`src/shared/boost_cfg.svh`:
```
`ifndef BOOST_CFG_SVH
`define BOOST_CFG_SVH

// clock and phase step timing
`define CLK_PERIOD_NS 50
`define PHASE_STEP_NS 65
`define PHASE_STEP_CYC ((`PHASE_STEP_NS + `CLK_PERIOD_NS - 1) / `CLK_PERIOD_NS)

// reset values of the configuration fields
`define MODE_RESET 2'h0
`define ENABLE_RESET 1'h1
`define CEIL_RESET 8'hA7
`define PFM_RESET 2'h0
`define STAGGER_RESET 1'h1
`define FROM_ADDR_RESET 1'h1
`define PHASE_RESET 2'h0
`define LIMIT_RESET 24'h000000

// legal ceiling code window
`define CEIL_MIN 8'h54
`define CEIL_MAX 8'hE5

// supply decision tuning, voltage codes in 33 mV steps
`define HEADROOM 9'h00A
`define HOLD_SAMPLES 8'h40

`endif

```
`src/shared/boost_pkg.sv`:
```
package boost_pkg;

   typedef enum logic [1:0] {
      MODE_TRACK = 2'h0,
      MODE_TWO_LEVEL = 2'h1,
      MODE_FORCED_ON = 2'h2,
      MODE_FORCED_OFF = 2'h3
   } conv_mode_t;

   typedef enum logic [1:0] {
      PFM_NONE = 2'h0,
      PFM_25K = 2'h1,
      PFM_50K = 2'h2,
      PFM_RSVD = 2'h3
   } pfm_floor_t;

   typedef enum logic {
      ST_BYPASS = 1'h0,
      ST_BOOST = 1'h1
   } supply_state_t;

   typedef logic [8:0] vcode_t;

endpackage

```
`src/verilog/phase_sync_gen.sv`:
```
`timescale 1ns/1ps
`default_nettype none
`include "boost_cfg.svh"

module phase_sync_gen (
   // clock and synchronised reset
   input wire logic clk,
   input wire logic rst_n,
   // frame sync pin, asynchronous
   input wire logic frame_pin,
   // phase control
   input wire logic stagger_en,
   input wire logic [1:0] phase_sel,
   // switching phase reference to the power stage
   output logic sync_pulse
);

   logic fs_s1;
   logic fs_s2;
   logic fs_s3;
   logic fs_lvl;
   logic frame_edge;
   logic [2:0] dly;
   logic [2:0] cnt;

   function automatic logic [2:0] delay_cycles(input logic [1:0] sel);
      logic [2:0] step;
      step = 3'(`PHASE_STEP_CYC);
      return 3'({1'h0, sel} * step);
   endfunction

   // the first stage only feeds the second
   always_ff @(posedge clk or negedge rst_n) begin
      if (!rst_n) begin
         fs_s1 <= 1'h0;
         fs_s2 <= 1'h0;
         fs_s3 <= 1'h0;
      end else begin
         fs_s1 <= frame_pin;
         fs_s2 <= fs_s1;
         fs_s3 <= fs_s2;
      end
   end

   always_ff @(posedge clk or negedge rst_n) begin
      if (!rst_n) begin
         fs_lvl <= 1'h0;
      end else if (fs_s2 == fs_s3) begin
         fs_lvl <= fs_s3;
      end
   end

   assign frame_edge = (fs_s2 == fs_s3) && fs_s3 && !fs_lvl;
   assign dly = delay_cycles(phase_sel);

   // 65 ns steps round up to whole 50 ns cycles at this clock
   always_ff @(posedge clk or negedge rst_n) begin
      if (!rst_n) begin
         cnt <= 3'h0;
      end else if (frame_edge) begin
         cnt <= dly;
      end else if (cnt != 3'h0) begin
         cnt <= cnt - 3'h1;
      end
   end

   always_ff @(posedge clk or negedge rst_n) begin
      if (!rst_n) begin
         sync_pulse <= 1'h0;
      end else begin
         sync_pulse <= stagger_en &&
            ((frame_edge && dly == 3'h0) || (!frame_edge && cnt == 3'h1));
      end
   end
endmodule

`default_nettype wire

```
`src/verilog/boost_mode_phase_control.sv`:
```
`timescale 1ns/1ps
`default_nettype none
`include "boost_cfg.svh"

// How it works
// mode field picks tracking, two-level, forced on or forced off bypass.
// automatic modes compare upcoming audio need against battery and start boost early.
// after need disappears for a hold window, boost stops and battery bypasses.
// two-level mode only switches on or off, on means ceiling voltage.
// tracking target sits just above audio need in 33 mV steps.
// tracking target never exceeds the ceiling code voltage.
// enable bit zero disables converter for external supply; reset value one.
// ceiling code is 66 mV per count, reserved codes flagged and clamped.
// light-load floor none, 25 kHz or 50 kHz; reserved code treated as none.
// 24-bit peak current limit is handed to the power stage.
// software keeps the limit below about 95 percent of inductor saturation.
// software retunes tracking coefficients after limit or ceiling changes.
// stagger enable offsets switching phase so devices do not peak together.
// address-derived bit picks phase from bus address, else manual field.
// manual phase delays switching by 0, 65, 130 or 195 ns; code rounds each step to 2 cycles, giving 0, 100, 200 or 300 ns.
// phase offset counts from frame sync shared by all devices.
// with external supply software clears enable and leaves switch node open.
// enable zero keeps converter off whatever mode, ceiling or phase say.
// phase delay is counted from each frame sync edge in clock cycles.
module boost_mode_phase_control
   import boost_pkg::*;
(
   // clock and reset
   input wire logic CLK,
   input wire logic RST_N,
   // software configuration fields
   input wire logic [1:0] CONVERTER_MODE_SEL,
   input wire logic CONVERTER_ENABLE_BIT,
   input wire logic [7:0] CONVERTER_CEILING_CODE,
   input wire logic [1:0] PFM_FLOOR_SEL,
   input wire logic [23:0] INDUCTOR_PEAK_LIMIT,
   input wire logic PHASE_STAGGER_EN,
   input wire logic PHASE_FROM_ADDR,
   input wire logic [1:0] PHASE_MANUAL_SEL,
   // detected bus target address offset
   input wire logic [1:0] TARGET_ADDR_OFS,
   // frame sync pin
   input wire logic FRAME_SYNC,
   // look-ahead audio demand and battery level, 33 mV codes
   input wire logic SAMPLE_VALID,
   input wire logic [8:0] SAMPLE_NEED,
   input wire logic [8:0] BATTERY_LEVEL,
   // to the power stage
   output logic BOOST_ON,
   output logic BYPASS_ON,
   output logic [8:0] BOOST_TARGET,
   output logic [1:0] PFM_FLOOR,
   output logic [23:0] PEAK_LIMIT,
   output logic SWITCH_SYNC,
   output logic CEILING_RESERVED
);

   logic rst_q1;
   logic rst_n_sync;

   conv_mode_t cfg_mode;
   logic cfg_en;
   logic [7:0] cfg_ceil;
   pfm_floor_t cfg_pfm;
   logic [23:0] cfg_ilim;
   logic cfg_stagger;
   logic cfg_from_addr;
   logic [1:0] cfg_phase;
   logic [1:0] cfg_addr;

   supply_state_t state;
   supply_state_t next_state;
   logic [7:0] hold_cnt;
   vcode_t track_req;
   vcode_t next_track;
   vcode_t req;
   vcode_t ceil_code;
   logic auto_mode;
   logic need_now;
   logic release_now;
   logic next_on;
   logic [1:0] phase_sel;

   function automatic logic [7:0] legal_ceiling(input logic [7:0] code);
      if (code < `CEIL_MIN) begin
         return `CEIL_MIN;
      end else if (code > `CEIL_MAX) begin
         return `CEIL_MAX;
      end
      return code;
   endfunction

   // one ceiling count is two tracking steps
   function automatic vcode_t ceiling_volts(input logic [7:0] code);
      return {legal_ceiling(code), 1'h0};
   endfunction

   function automatic vcode_t min_code(input vcode_t a, input vcode_t b);
      return (a < b) ? a : b;
   endfunction

   function automatic vcode_t max_code(input vcode_t a, input vcode_t b);
      return (a > b) ? a : b;
   endfunction

   // saturating add keeps a loud sample from wrapping to a tiny target
   function automatic vcode_t required(input vcode_t need);
      logic [9:0] sum;
      sum = {1'h0, need} + {1'h0, `HEADROOM};
      return sum[9] ? 9'h1FF : sum[8:0];
   endfunction

   always_ff @(posedge CLK or negedge RST_N) begin
      if (!RST_N) begin
         rst_q1 <= 1'h0;
         rst_n_sync <= 1'h0;
      end else begin
         rst_q1 <= 1'h1;
         rst_n_sync <= rst_q1;
      end
   end

   // configuration copies hold their power-on defaults through reset
   always_ff @(posedge CLK or negedge rst_n_sync) begin
      if (!rst_n_sync) begin
         cfg_mode <= conv_mode_t'(`MODE_RESET);
         cfg_en <= `ENABLE_RESET;
         cfg_ceil <= `CEIL_RESET;
         cfg_pfm <= pfm_floor_t'(`PFM_RESET);
         cfg_ilim <= `LIMIT_RESET;
         cfg_stagger <= `STAGGER_RESET;
         cfg_from_addr <= `FROM_ADDR_RESET;
         cfg_phase <= `PHASE_RESET;
         cfg_addr <= 2'h0;
      end else begin
         cfg_mode <= conv_mode_t'(CONVERTER_MODE_SEL);
         cfg_en <= CONVERTER_ENABLE_BIT;
         cfg_ceil <= CONVERTER_CEILING_CODE;
         cfg_pfm <= pfm_floor_t'(PFM_FLOOR_SEL);
         cfg_ilim <= INDUCTOR_PEAK_LIMIT;
         cfg_stagger <= PHASE_STAGGER_EN;
         cfg_from_addr <= PHASE_FROM_ADDR;
         cfg_phase <= PHASE_MANUAL_SEL;
         cfg_addr <= TARGET_ADDR_OFS;
      end
   end

   assign auto_mode = (cfg_mode == MODE_TRACK) || (cfg_mode == MODE_TWO_LEVEL);
   assign req = required(SAMPLE_NEED);
   assign ceil_code = ceiling_volts(cfg_ceil);
   assign need_now = SAMPLE_VALID && (req > BATTERY_LEVEL);
   assign release_now = SAMPLE_VALID && !need_now && (hold_cnt == 8'h01);

   // hold window counted in samples, so silence between frames does not count
   always_ff @(posedge CLK or negedge rst_n_sync) begin
      if (!rst_n_sync) begin
         hold_cnt <= 8'h00;
      end else if (!cfg_en || !auto_mode) begin
         hold_cnt <= 8'h00;
      end else if (need_now) begin
         hold_cnt <= `HOLD_SAMPLES;
      end else if (SAMPLE_VALID && hold_cnt != 8'h00) begin
         hold_cnt <= hold_cnt - 8'h01;
      end
   end

   always_comb begin
      next_state = state;
      if (!cfg_en || !auto_mode) begin
         next_state = ST_BYPASS;
      end else begin
         case (state)
            ST_BYPASS: begin
               if (need_now) begin
                  next_state = ST_BOOST;
               end
            end
            ST_BOOST: begin
               if (release_now) begin
                  next_state = ST_BYPASS;
               end
            end
            default: begin
               next_state = ST_BYPASS;
            end
         endcase
      end
   end

   always_ff @(posedge CLK or negedge rst_n_sync) begin
      if (!rst_n_sync) begin
         state <= ST_BYPASS;
      end else begin
         state <= next_state;
      end
   end

   // tracking holds the loudest need of the window, then falls back
   always_comb begin
      next_track = track_req;
      if (next_state == ST_BYPASS) begin
         next_track = 9'h000;
      end else if (need_now) begin
         next_track = max_code(track_req, req);
      end else if (release_now) begin
         next_track = 9'h000;
      end
   end

   always_ff @(posedge CLK or negedge rst_n_sync) begin
      if (!rst_n_sync) begin
         track_req <= 9'h000;
      end else begin
         track_req <= next_track;
      end
   end

   always_comb begin
      next_on = 1'h0;
      if (cfg_en) begin
         case (cfg_mode)
            MODE_TRACK: next_on = (next_state == ST_BOOST);
            MODE_TWO_LEVEL: next_on = (next_state == ST_BOOST);
            MODE_FORCED_ON: next_on = 1'h1;
            MODE_FORCED_OFF: next_on = 1'h0;
            default: next_on = 1'h0;
         endcase
      end
   end

   always_ff @(posedge CLK or negedge rst_n_sync) begin
      if (!rst_n_sync) begin
         BOOST_ON <= 1'h0;
         BYPASS_ON <= 1'h1;
      end else begin
         BOOST_ON <= next_on;
         BYPASS_ON <= !next_on;
      end
   end

   // forced-on has no audio-derived target, so it runs at the ceiling
   always_ff @(posedge CLK or negedge rst_n_sync) begin
      if (!rst_n_sync) begin
         BOOST_TARGET <= 9'h000;
      end else if (!next_on) begin
         BOOST_TARGET <= 9'h000;
      end else if (cfg_mode == MODE_TRACK) begin
         BOOST_TARGET <= min_code(next_track, ceil_code);
      end else begin
         BOOST_TARGET <= ceil_code;
      end
   end

   always_ff @(posedge CLK or negedge rst_n_sync) begin
      if (!rst_n_sync) begin
         CEILING_RESERVED <= 1'h0;
      end else begin
         CEILING_RESERVED <= (cfg_ceil < `CEIL_MIN) || (cfg_ceil > `CEIL_MAX);
      end
   end

   always_ff @(posedge CLK or negedge rst_n_sync) begin
      if (!rst_n_sync) begin
         PFM_FLOOR <= `PFM_RESET;
      end else if (cfg_pfm == PFM_RSVD) begin
         PFM_FLOOR <= PFM_NONE;
      end else begin
         PFM_FLOOR <= cfg_pfm;
      end
   end

   // the limit scaling lives in the analog stage; only the code passes here
   always_ff @(posedge CLK or negedge rst_n_sync) begin
      if (!rst_n_sync) begin
         PEAK_LIMIT <= `LIMIT_RESET;
      end else begin
         PEAK_LIMIT <= cfg_ilim;
      end
   end

   assign phase_sel = cfg_from_addr ? cfg_addr : cfg_phase;

   phase_sync_gen u_phase (
      .clk(CLK),
      .rst_n(rst_n_sync),
      .frame_pin(FRAME_SYNC),
      .stagger_en(cfg_stagger),
      .phase_sel(phase_sel),
      .sync_pulse(SWITCH_SYNC)
   );
endmodule

`default_nettype wire

```
`config.mk`:
```
export PLATFORM = sky130hd
export DESIGN_NAME = boost_mode_phase_control
export DESIGN_NICKNAME = d
export VERILOG_FILES = /design/src/shared/boost_pkg.sv /design/src/verilog/phase_sync_gen.sv /design/src/verilog/boost_mode_phase_control.sv
export VERILOG_INCLUDE_DIRS = /design/src /design/src/shared
export SDC_FILE = /design/constraint.sdc
export NUM_CORES = 1
export LEC_CHECK = 0
export BUFFER_PORTS_ARGS = -buffer_cell sky130_fd_sc_hd__buf_4
export CAP_MARGIN = 5
export CORE_MARGIN = 3
export CORE_UTILIZATION = 30
export DETAILED_ROUTE_END_ITERATION = 12
export RECOVER_POWER = 50
export SYNTH_ARGS = -nofsm -noshare
export SYNTH_HDL_FRONTEND = slang
export SYNTH_SLANG_ARGS = --single-unit
```
`constraint.sdc`:
```
create_clock -name CLK -period 3.47 [get_ports CLK]
set_input_delay 0.5205 -clock CLK [delete_from_list [all_inputs] [get_ports CLK]]
set_output_delay 0.5205 -clock CLK [all_outputs]
set_load 0.1 [all_outputs]
```
==> results of run 1 <==
## how the worst max path moves through the flow
stage,startpoint,end,slack (ns),depth (start not counted)
after floorplan,SAMPLE_NEED[1],BOOST_TARGET[2],-0.61,20
after global placement,SAMPLE_NEED[1],BOOST_TARGET[6],-0.97,21
after detailed placement,SAMPLE_NEED[1],BOOST_TARGET[2],-1.04,21
after CTS,SAMPLE_NEED[1],BOOST_TARGET[2],-0.48,20
after global routing,SAMPLE_NEED[1],BOOST_TARGET[5],-0.71,20
final,SAMPLE_NEED[1],BOOST_TARGET[7],-0.56,20
## cells in the mapped netlist, types with 2 or more instances
cell type / count
dfrtp_1: 100
nor2b_1: 7
o31ai_1: 7
nor3_1: 9
nand3_1: 8
xnor2_1: 5
o21ai_2: 2
inv_1: 27
mux2_2: 2
a21o_1: 2
nand2b_1: 6
nand4_1: 5
o211a_1: 2
xor2_1: 7
or2_2: 2
nand3b_1: 2
o21ai_0: 11
a211oi_1: 6
o211ai_1: 3
inv_2: 2
mux2_4: 4
dfstp_2: 9
o21a_1: 4
nor2_1: 27
ha_1: 31
mux2i_1: 3
or3_1: 2
nand2_1: 24
a21oi_1: 13
## metrics by stage
stage          setup slack [ns]  instance area, um^2
6_report                -0.5613                 6566
5_1_grt                 -0.7065                 6566
4_1_cts                 -0.4844                 6331
3_5_place_dp             -1.036                 5846
3_3_place_gp            -0.9690                 5846
2_1_floorplan           -0.6077                 4539
## metal layers
layer | routed length, um | share of wire (%) | track usage [%]
met1 | 4660 | 45 | 16.49
met2 | 5148 | 50 | 21.64
met3 | 411 | 4.0 | 3.010
met4 | 148 | 1.4 | 4.101
met5 | 0 | 0 | 0
## final cells by class
class,instances,area [um^2]
clock buffers,11,242.7
clock inverters,5,58.81
well taps,180,225.2
flip-flops and latches,109,2739
fillers,1268,7530
inverters,29,113.9
repair buffers,163,1246
multi-input cells,214,1941
## critical path: stages
cell and delay (ns):
buf_8 0.10, ha_4 0.16, o21ai_4 0.18, nand2_1 0.08, mux2_4 0.31, inv_4 0.07, ha_4 0.19, and4_4 0.16
and3_4 0.16, a22oi_2 0.15, and3b_2 0.27, o21bai_4 0.10, buf_6 0.15, o31ai_4 0.30, ha_4 0.26, a211oi_4 0.26
o21ai_4 0.11, or3_4 0.41, o211ai_1 0.18, o211a_1 0.17
## state kept, by name, indices dropped and copies added (netlist names), 3 cells and up
register      cells
u_phase.cnt       3
cfg_ceil          8
cfg_ilim         24
PEAK_LIMIT       24
BOOST_TARGET      9
track_req         9
hold_cnt          8
## timing repair
action                                 CTS  global route
resized for setup                       18            36
setup endpoints to repair                9             9
hold buffers                             1             0
setup buffers                           11             5
endpoints found under the hold margin    2             0
gates cloned                             1             1
pin swaps                               17            15
## power by group through the flow
| stage | combinational, mW | clock (mW) | sequential, mW |
|---|---|---|---|
| after global placement | 0.679 | 0 | 1.44 |
| final | 0.754 | 1.03 | 1.42 |
| after floorplan | 0.298 | 0 | 1.61 |
| after CTS | 0.731 | 1.07 | 1.42 |
| after global routing | 0.822 | 1.12 | 1.43 |
| after detailed placement | 0.699 | 0 | 1.44 |
## logic make-up after synthesis
| logic type | count (synthesis) | synth area share [%] |
|---|---|---|
| compound gates | 60 | 9.402 |
| xor+xnor | 13 | 2.764 |
| fa+ha+maj | 31 | 8.832 |
| buf+inv | 31 | 2.678 |
| flops | 109 | 62.36 |
| mux | 9 | 2.564 |
| other cells | 1 | 0.08539 |
| simple gates | 99 | 11.31 |
==> impl_metrics.ini, run 1 <==
[status]
status = complete, but fails checks
failed_checks = max-capacitance violations, max-slew violations, negative setup slack

[die]
fp-row-count = 43
die_h_um = 127.0
die-area_um2 = 16130
die_x_um = 127.0
ios = 104
coreArea_um2 = 14100
start_util_pct = 31.16

[grt]
antenna_found_initial = 0
grt_remaining_overflow = 0
grt_usage_pct = 12.87
first_global_vias = 3463
grt_pass1_wl_um = 16640
grt_max_degree = 59

[finish]
final_common_cell = buf_4
finalNonFillerCells = 711
drive_gt1_share_pct = 47.65
final_cell_mix = 111 x buf_4, 100 x dfrtp_1, 44 x clkbuf_4
num_antenna_cells = 0
syn_to_final_growth_pct = 49.52
nNetsFinal = 622
fin_util_pct = 46.58

[power_and_ir_drop]
swShare_pct = 30.00
p_total_mw = 3.197
internal_power_mw = 2.238
power-per-cell-area_nw_per_um2 = 486.9
leakagePower_nw = 3.116
max-vdd-ir-drop_mv = 0.2247
p_clk_share_pct = 32.2
seqPwrFrac_pct = 44.3
combPwrFrac_pct = 23.6
power.switching_mw = 0.9592

[drt]
wl_per_cell_um = 14.58
vias = 3238
drt_first_pass_iters = 4
via_per_inst = 4.554
drt-total-wl_um = 10370
ant_nets = 0
drc = 0
initialDrtViolationCount = 143

[sta]
fmax_ghz = 0.2481
hold_violations = 0
drv_slew = 59
min_period_ns = 4.031
setup_tns_ns = -4.724
hold_slack_ns = 0.2830
clock_skew_ns = 0.004718
rsz0062_at_grt = yes
min_period_over_period_pct = 116.2
worst_slack_ns = -0.5613
setup_viol_count_final = 9
worst_pin_slew_ns = 2.248
slew_headroom_pct = -49.83

[clock_tree]
htree_levels = 3
numCtsBuffers = 9
clkTransAtPathRegs_ns = 0.07
cts_tree = built
clkLatencyLatePin_ns = 0.34
cts.path.max_buffers = 2
cts_sinks = 109
cts_root_buf = clkbuf_16

[place]
dp_hpwl_um = 7678
port-buffer-count = 103
gp_congestion = 0.8162
place_inst = 677

[synth]
yosysSeqAreaShare_pct = 62.36
synth_top_area_cell = dfrtp_1
ys.warnings.count = 0
synthCells = 353
ys_types = 50
synth_edf_count = 0
yosys.area.top_type_share_pct = 56.98
ys_ff_latch = 109
syn_nets = 449
synth_area_leaders = dfrtp_1 57%, ha_1 8.8%, dfstp_2 5.4%
synth-main-ff-cell = dfrtp_1
async_reset_ff_share_pct = 100.0
syn_area_um2 = 4392
syn_area_per_cell_um2 = 12.44

[min_path]
min_to = cfg_ceil[5]
min_from = CONVERTER_CEILING_CODE[5]
worstHoldPathType = primary input to flip-flop
min_delay_path_depth = 1

[setup_path]
worstSetupEndpointType = flip-flop
rrSetupSlack_ns = -0.04
regToRegStartpoint = track_req[7]
arrival_ns = 4.32
cp.required_ns = 3.75
ff2ff_path_depth = 13
r2r-end = BOOST_TARGET[7]
critPathKind = primary input to flip-flop
start_kind = primary input
crit_path_max_fanout = 5

[job]
cap_violations = 1
(Power assumes the default switching activity.)
==> run 2: changes to the inputs <==
--- a/config.mk
+++ b/config.mk
@@ -6,9 +6,10 @@
 export SDC_FILE = /design/constraint.sdc
 export NUM_CORES = 1
 export LEC_CHECK = 0
+export ABC_AREA = 1
 export BUFFER_PORTS_ARGS = -buffer_cell sky130_fd_sc_hd__buf_4
 export CAP_MARGIN = 5
-export CORE_MARGIN = 3
+export CORE_MARGIN = 8
 export CORE_UTILIZATION = 30
 export DETAILED_ROUTE_END_ITERATION = 12
 export RECOVER_POWER = 50
==> run 2 against run 1 <==
  * The run still ends with max-capacitance violations, max-slew violations, negative setup slack left
  * Final cell count rose by 14%
  * Non-clock buffer count grew 5
  * Sequential cell count is the same
  * Sequential share of layout area down 1.9 points
  * Clock-buffer cell count stayed put
  * Power decreased by 2.0%
  * Wire length increased by 7.4%
  * Clock skew fell by 0.00085 ns
  * Via count rose by 8.7%
  * Fmax rose by 14%
  * Synthesized cell count up 23%
  * First-iteration DRC count down 32%
  * Critical path type unchanged
==> impl_metrics.ini, run 2 <==
[finish]
fillers = 1366
final_area_um2 = 6888
final_cell_mix = 110 x buf_4, 100 x dfrtp_1, 53 x nand2_1
syn_to_final_growth_pct = 52.20
final_common_cell = buf_4
num_antenna_cells = 0
top_regs = PEAK_LIMIT: 24 flops, cfg_ilim: 24 flops
drive_gt1_share_pct = 46.85
nNetsFinal = 710

[setup_path]
cp.required_ns = 3.75
start_kind = primary input
rrSetupSlack_ns = 0.42
arrival_ns = 3.82
critPathKind = primary input to flip-flop
crit_path_max_fanout = 8
worstSetupEndpointType = flip-flop

[min_path]
worstHoldPathType = primary input to flip-flop

[clock_tree]
clkTransAtPathRegs_ns = 0.07
cts_root_buf = clkbuf_16
clkLatencyLatePin_ns = 0.34
cts.path.max_buffers = 2
htree_levels = 3
numCtsBuffers = 9
cts_sinks = 109
cts_tree = built

[synth]
ys_ff_latch = 109
syn_nets = 531
syn_area_per_cell_um2 = 10.40
yosysMostFrequentCell = dfrtp_1
synthCells = 435
synth_top_area_cell = dfrtp_1
yosys.area.top_type_share_pct = 55.29
syn_area_um2 = 4526
synth-main-ff-cell = dfrtp_1
ys_types = 33
synth_edf_count = 0
synth_area_leaders = dfrtp_1 55%, ha_1 8.6%, nand2_1 5.3%
async_reset_ff_share_pct = 100.0
netlist_top_cells_count = 100 x dfrtp_1, 64 x nand2_1, 58 x inv_1
yosysSeqAreaShare_pct = 60.52
ys.warnings.count = 0

[status]
failed_checks = max-capacitance violations, max-slew violations, negative setup slack
status = complete, but fails checks

[sta]
hold_violations = 0
min_period_over_period_pct = 102.3
clock_skew_ns = 0.003872
worst_pin_slew_ns = 2.059
setup_viol_count_final = 8
rsz0062_at_grt = yes
drv_slew = 55
slew_headroom_pct = -37.29
fmax_ghz = 0.2818
worst_slack_ns = -0.07889
min_period_ns = 3.549
hold_slack_ns = 0.2835

[grt]
grt_usage_pct = 11.90
first_global_vias = 3849
use_met3_pct = 4.441
met1_usage_pct = 13.43
busiest_layer = met2
grt_max_degree = 55
met2_usage_pct = 19.82
grt_remaining_overflow = 0
antenna_found_initial = 0
grt_pass1_wl_um = 18830

[die]
die_h_um = 138.8
coreArea_um2 = 14980
die-area_um2 = 19270
die_x_um = 138.8
ios = 104
fp-row-count = 45
start_util_pct = 30.22

[place]
gp_congestion = 0.7873
dp_hpwl_um = 8310
place_area_um2 = 5953
port-buffer-count = 103
dp_slack_ns = -0.5869

[power_and_ir_drop]
power.switching_mw = 0.9749
leakagePower_nw = 3.382
combPwrFrac_pct = 24.5
max-vdd-ir-drop_mv = 0.2878
seqPwrFrac_pct = 44.8
p_clk_share_pct = 30.8
power-per-cell-area_nw_per_um2 = 454.9
internal_power_mw = 2.158
swShare_pct = 31.11

[drt]
vias = 3520
drc = 0
via_per_inst = 4.362
initialDrtViolationCount = 97
ant_nets = 0
drt_first_pass_iters = 5
drt-total-wl_um = 11140
wl_per_cell_um = 13.80

[job]
cap_violations = 1
run 2: cell types whose count changed in the layout (fill, tap and decap cells not counted), moves of 7 or more:
cell / previous run / this run
nor2_1: 24 / 44
nand2_4: 1 / 11
nand2_2: 0 / 12
inv_1: 23 / 48
nand2_1: 23 / 53
nor2_4: 1 / 8
nand3_1: 5 / 12
run 2: final timing paths:
kind	startpoint	endpoint	depth (start not counted)
worst max-delay path	SAMPLE_NEED[1]	BOOST_TARGET[7]	28
worst min-delay path	PHASE_FROM_ADDR	cfg_from_addr	1
worst max register to register	track_req[6]	BOOST_TARGET[7]	18
worst min register to register	rst_q1	rst_n_sync	0
max in group asynchronous	rst_n_sync	BYPASS_ON	1
min in group asynchronous	RST_N	rst_n_sync	2
run 2: repair_timing:
| action | CTS | global route |
|---|---|---|
| setup endpoints to repair | 9 | 9 |
| buffers inserted | 14 | 6 |
| hold endpoints to repair | 2 | 0 |
| pin swaps | 43 | 17 |
| hold buffers | 1 | 0 |
| gates resized for setup | 76 | 29 |
| cloned | 2 | 0 |
run 2: power groups by stage:
stage / Clock (mW) / Combinational [mW] / Sequential [mW]
2_1_floorplan: 0 / 0.270 / 1.61
3_3_place_gp: 0 / 0.654 / 1.43
3_5_place_dp: 0 / 0.674 / 1.43
4_1_cts: 1.00 / 0.745 / 1.41
5_1_grt: 1.05 / 0.836 / 1.42
6_report: 0.964 / 0.766 / 1.40
run 2: cell type report:
class | count | area [um^2] | share of cell area (%)
clock buffer | 11 | 242.7 | 3.524
inverter | 60 | 237.7 | 3.451
multi-input combinational | 266 | 2069 | 30.05
clock inverter | 5 | 42.54 | 0.6176
sequential | 109 | 2739 | 39.76
tap | 188 | 235.2 | 3.415
timing repair buffer | 168 | 1321 | 19.18
run 2: cells by family (layout without fill, tap and decap cells):
group / Yosys count / count (layout) / share of synthesized area, %
simple gates: 171 / 173 / 17.47
compound gates: 52 / 52 / 6.248
flops: 109 / 109 / 60.52
buf+inv: 62 / 244 / 5.308
mux: 1 / 1 / 0.2488
xor+xnor: 8 / 8 / 1.548
other cells: 1 / 1 / 0.08286
fa+ha+maj: 31 / 31 / 8.571
run 2: worst max-delay path: stages:
cell,delay [ns]
buf_8,0.10
ha_4,0.15
nor2_4,0.13
nor2_4,0.07
nand2_4,0.14
inv_6,0.07
a21oi_4,0.13
inv_2,0.07
ha_4,0.29
nand2_4,0.06
nor2_2,0.09
nand3b_1,0.10
nand3_2,0.12
nand3_4,0.16
buf_6,0.17
o31ai_2,0.25
nand2_1,0.09
inv_1,0.12
ha_4,0.22
nand2_1,0.06
inv_1,0.03
nand2_1,0.05
nand2_1,0.06
nand2_2,0.13
nand3_4,0.15
nand2_2,0.11
nand2_1,0.06
nor2_1,0.10
run 2: metal layers:
metal | wire, um | up-vias
met3 | 929 | 16
met2 | 5397 | 96
li1 | - | 1750
met4 | 218 | 0
met5 | 0 | -
met1 | 4592 | 1658
run 2: through the flow:
stage	utilization [%]	power, mW	TNS, ns	instances
after floorplan	-	1.878	-0.8592	435
final	45.99	3.133	-0.3352	807
after global routing	45.99	3.301	-2.248	807
after global placement	39.75	2.080	-4.132	769
after detailed placement	39.75	2.104	-5.055	769
after CTS	44.84	3.151	0	801
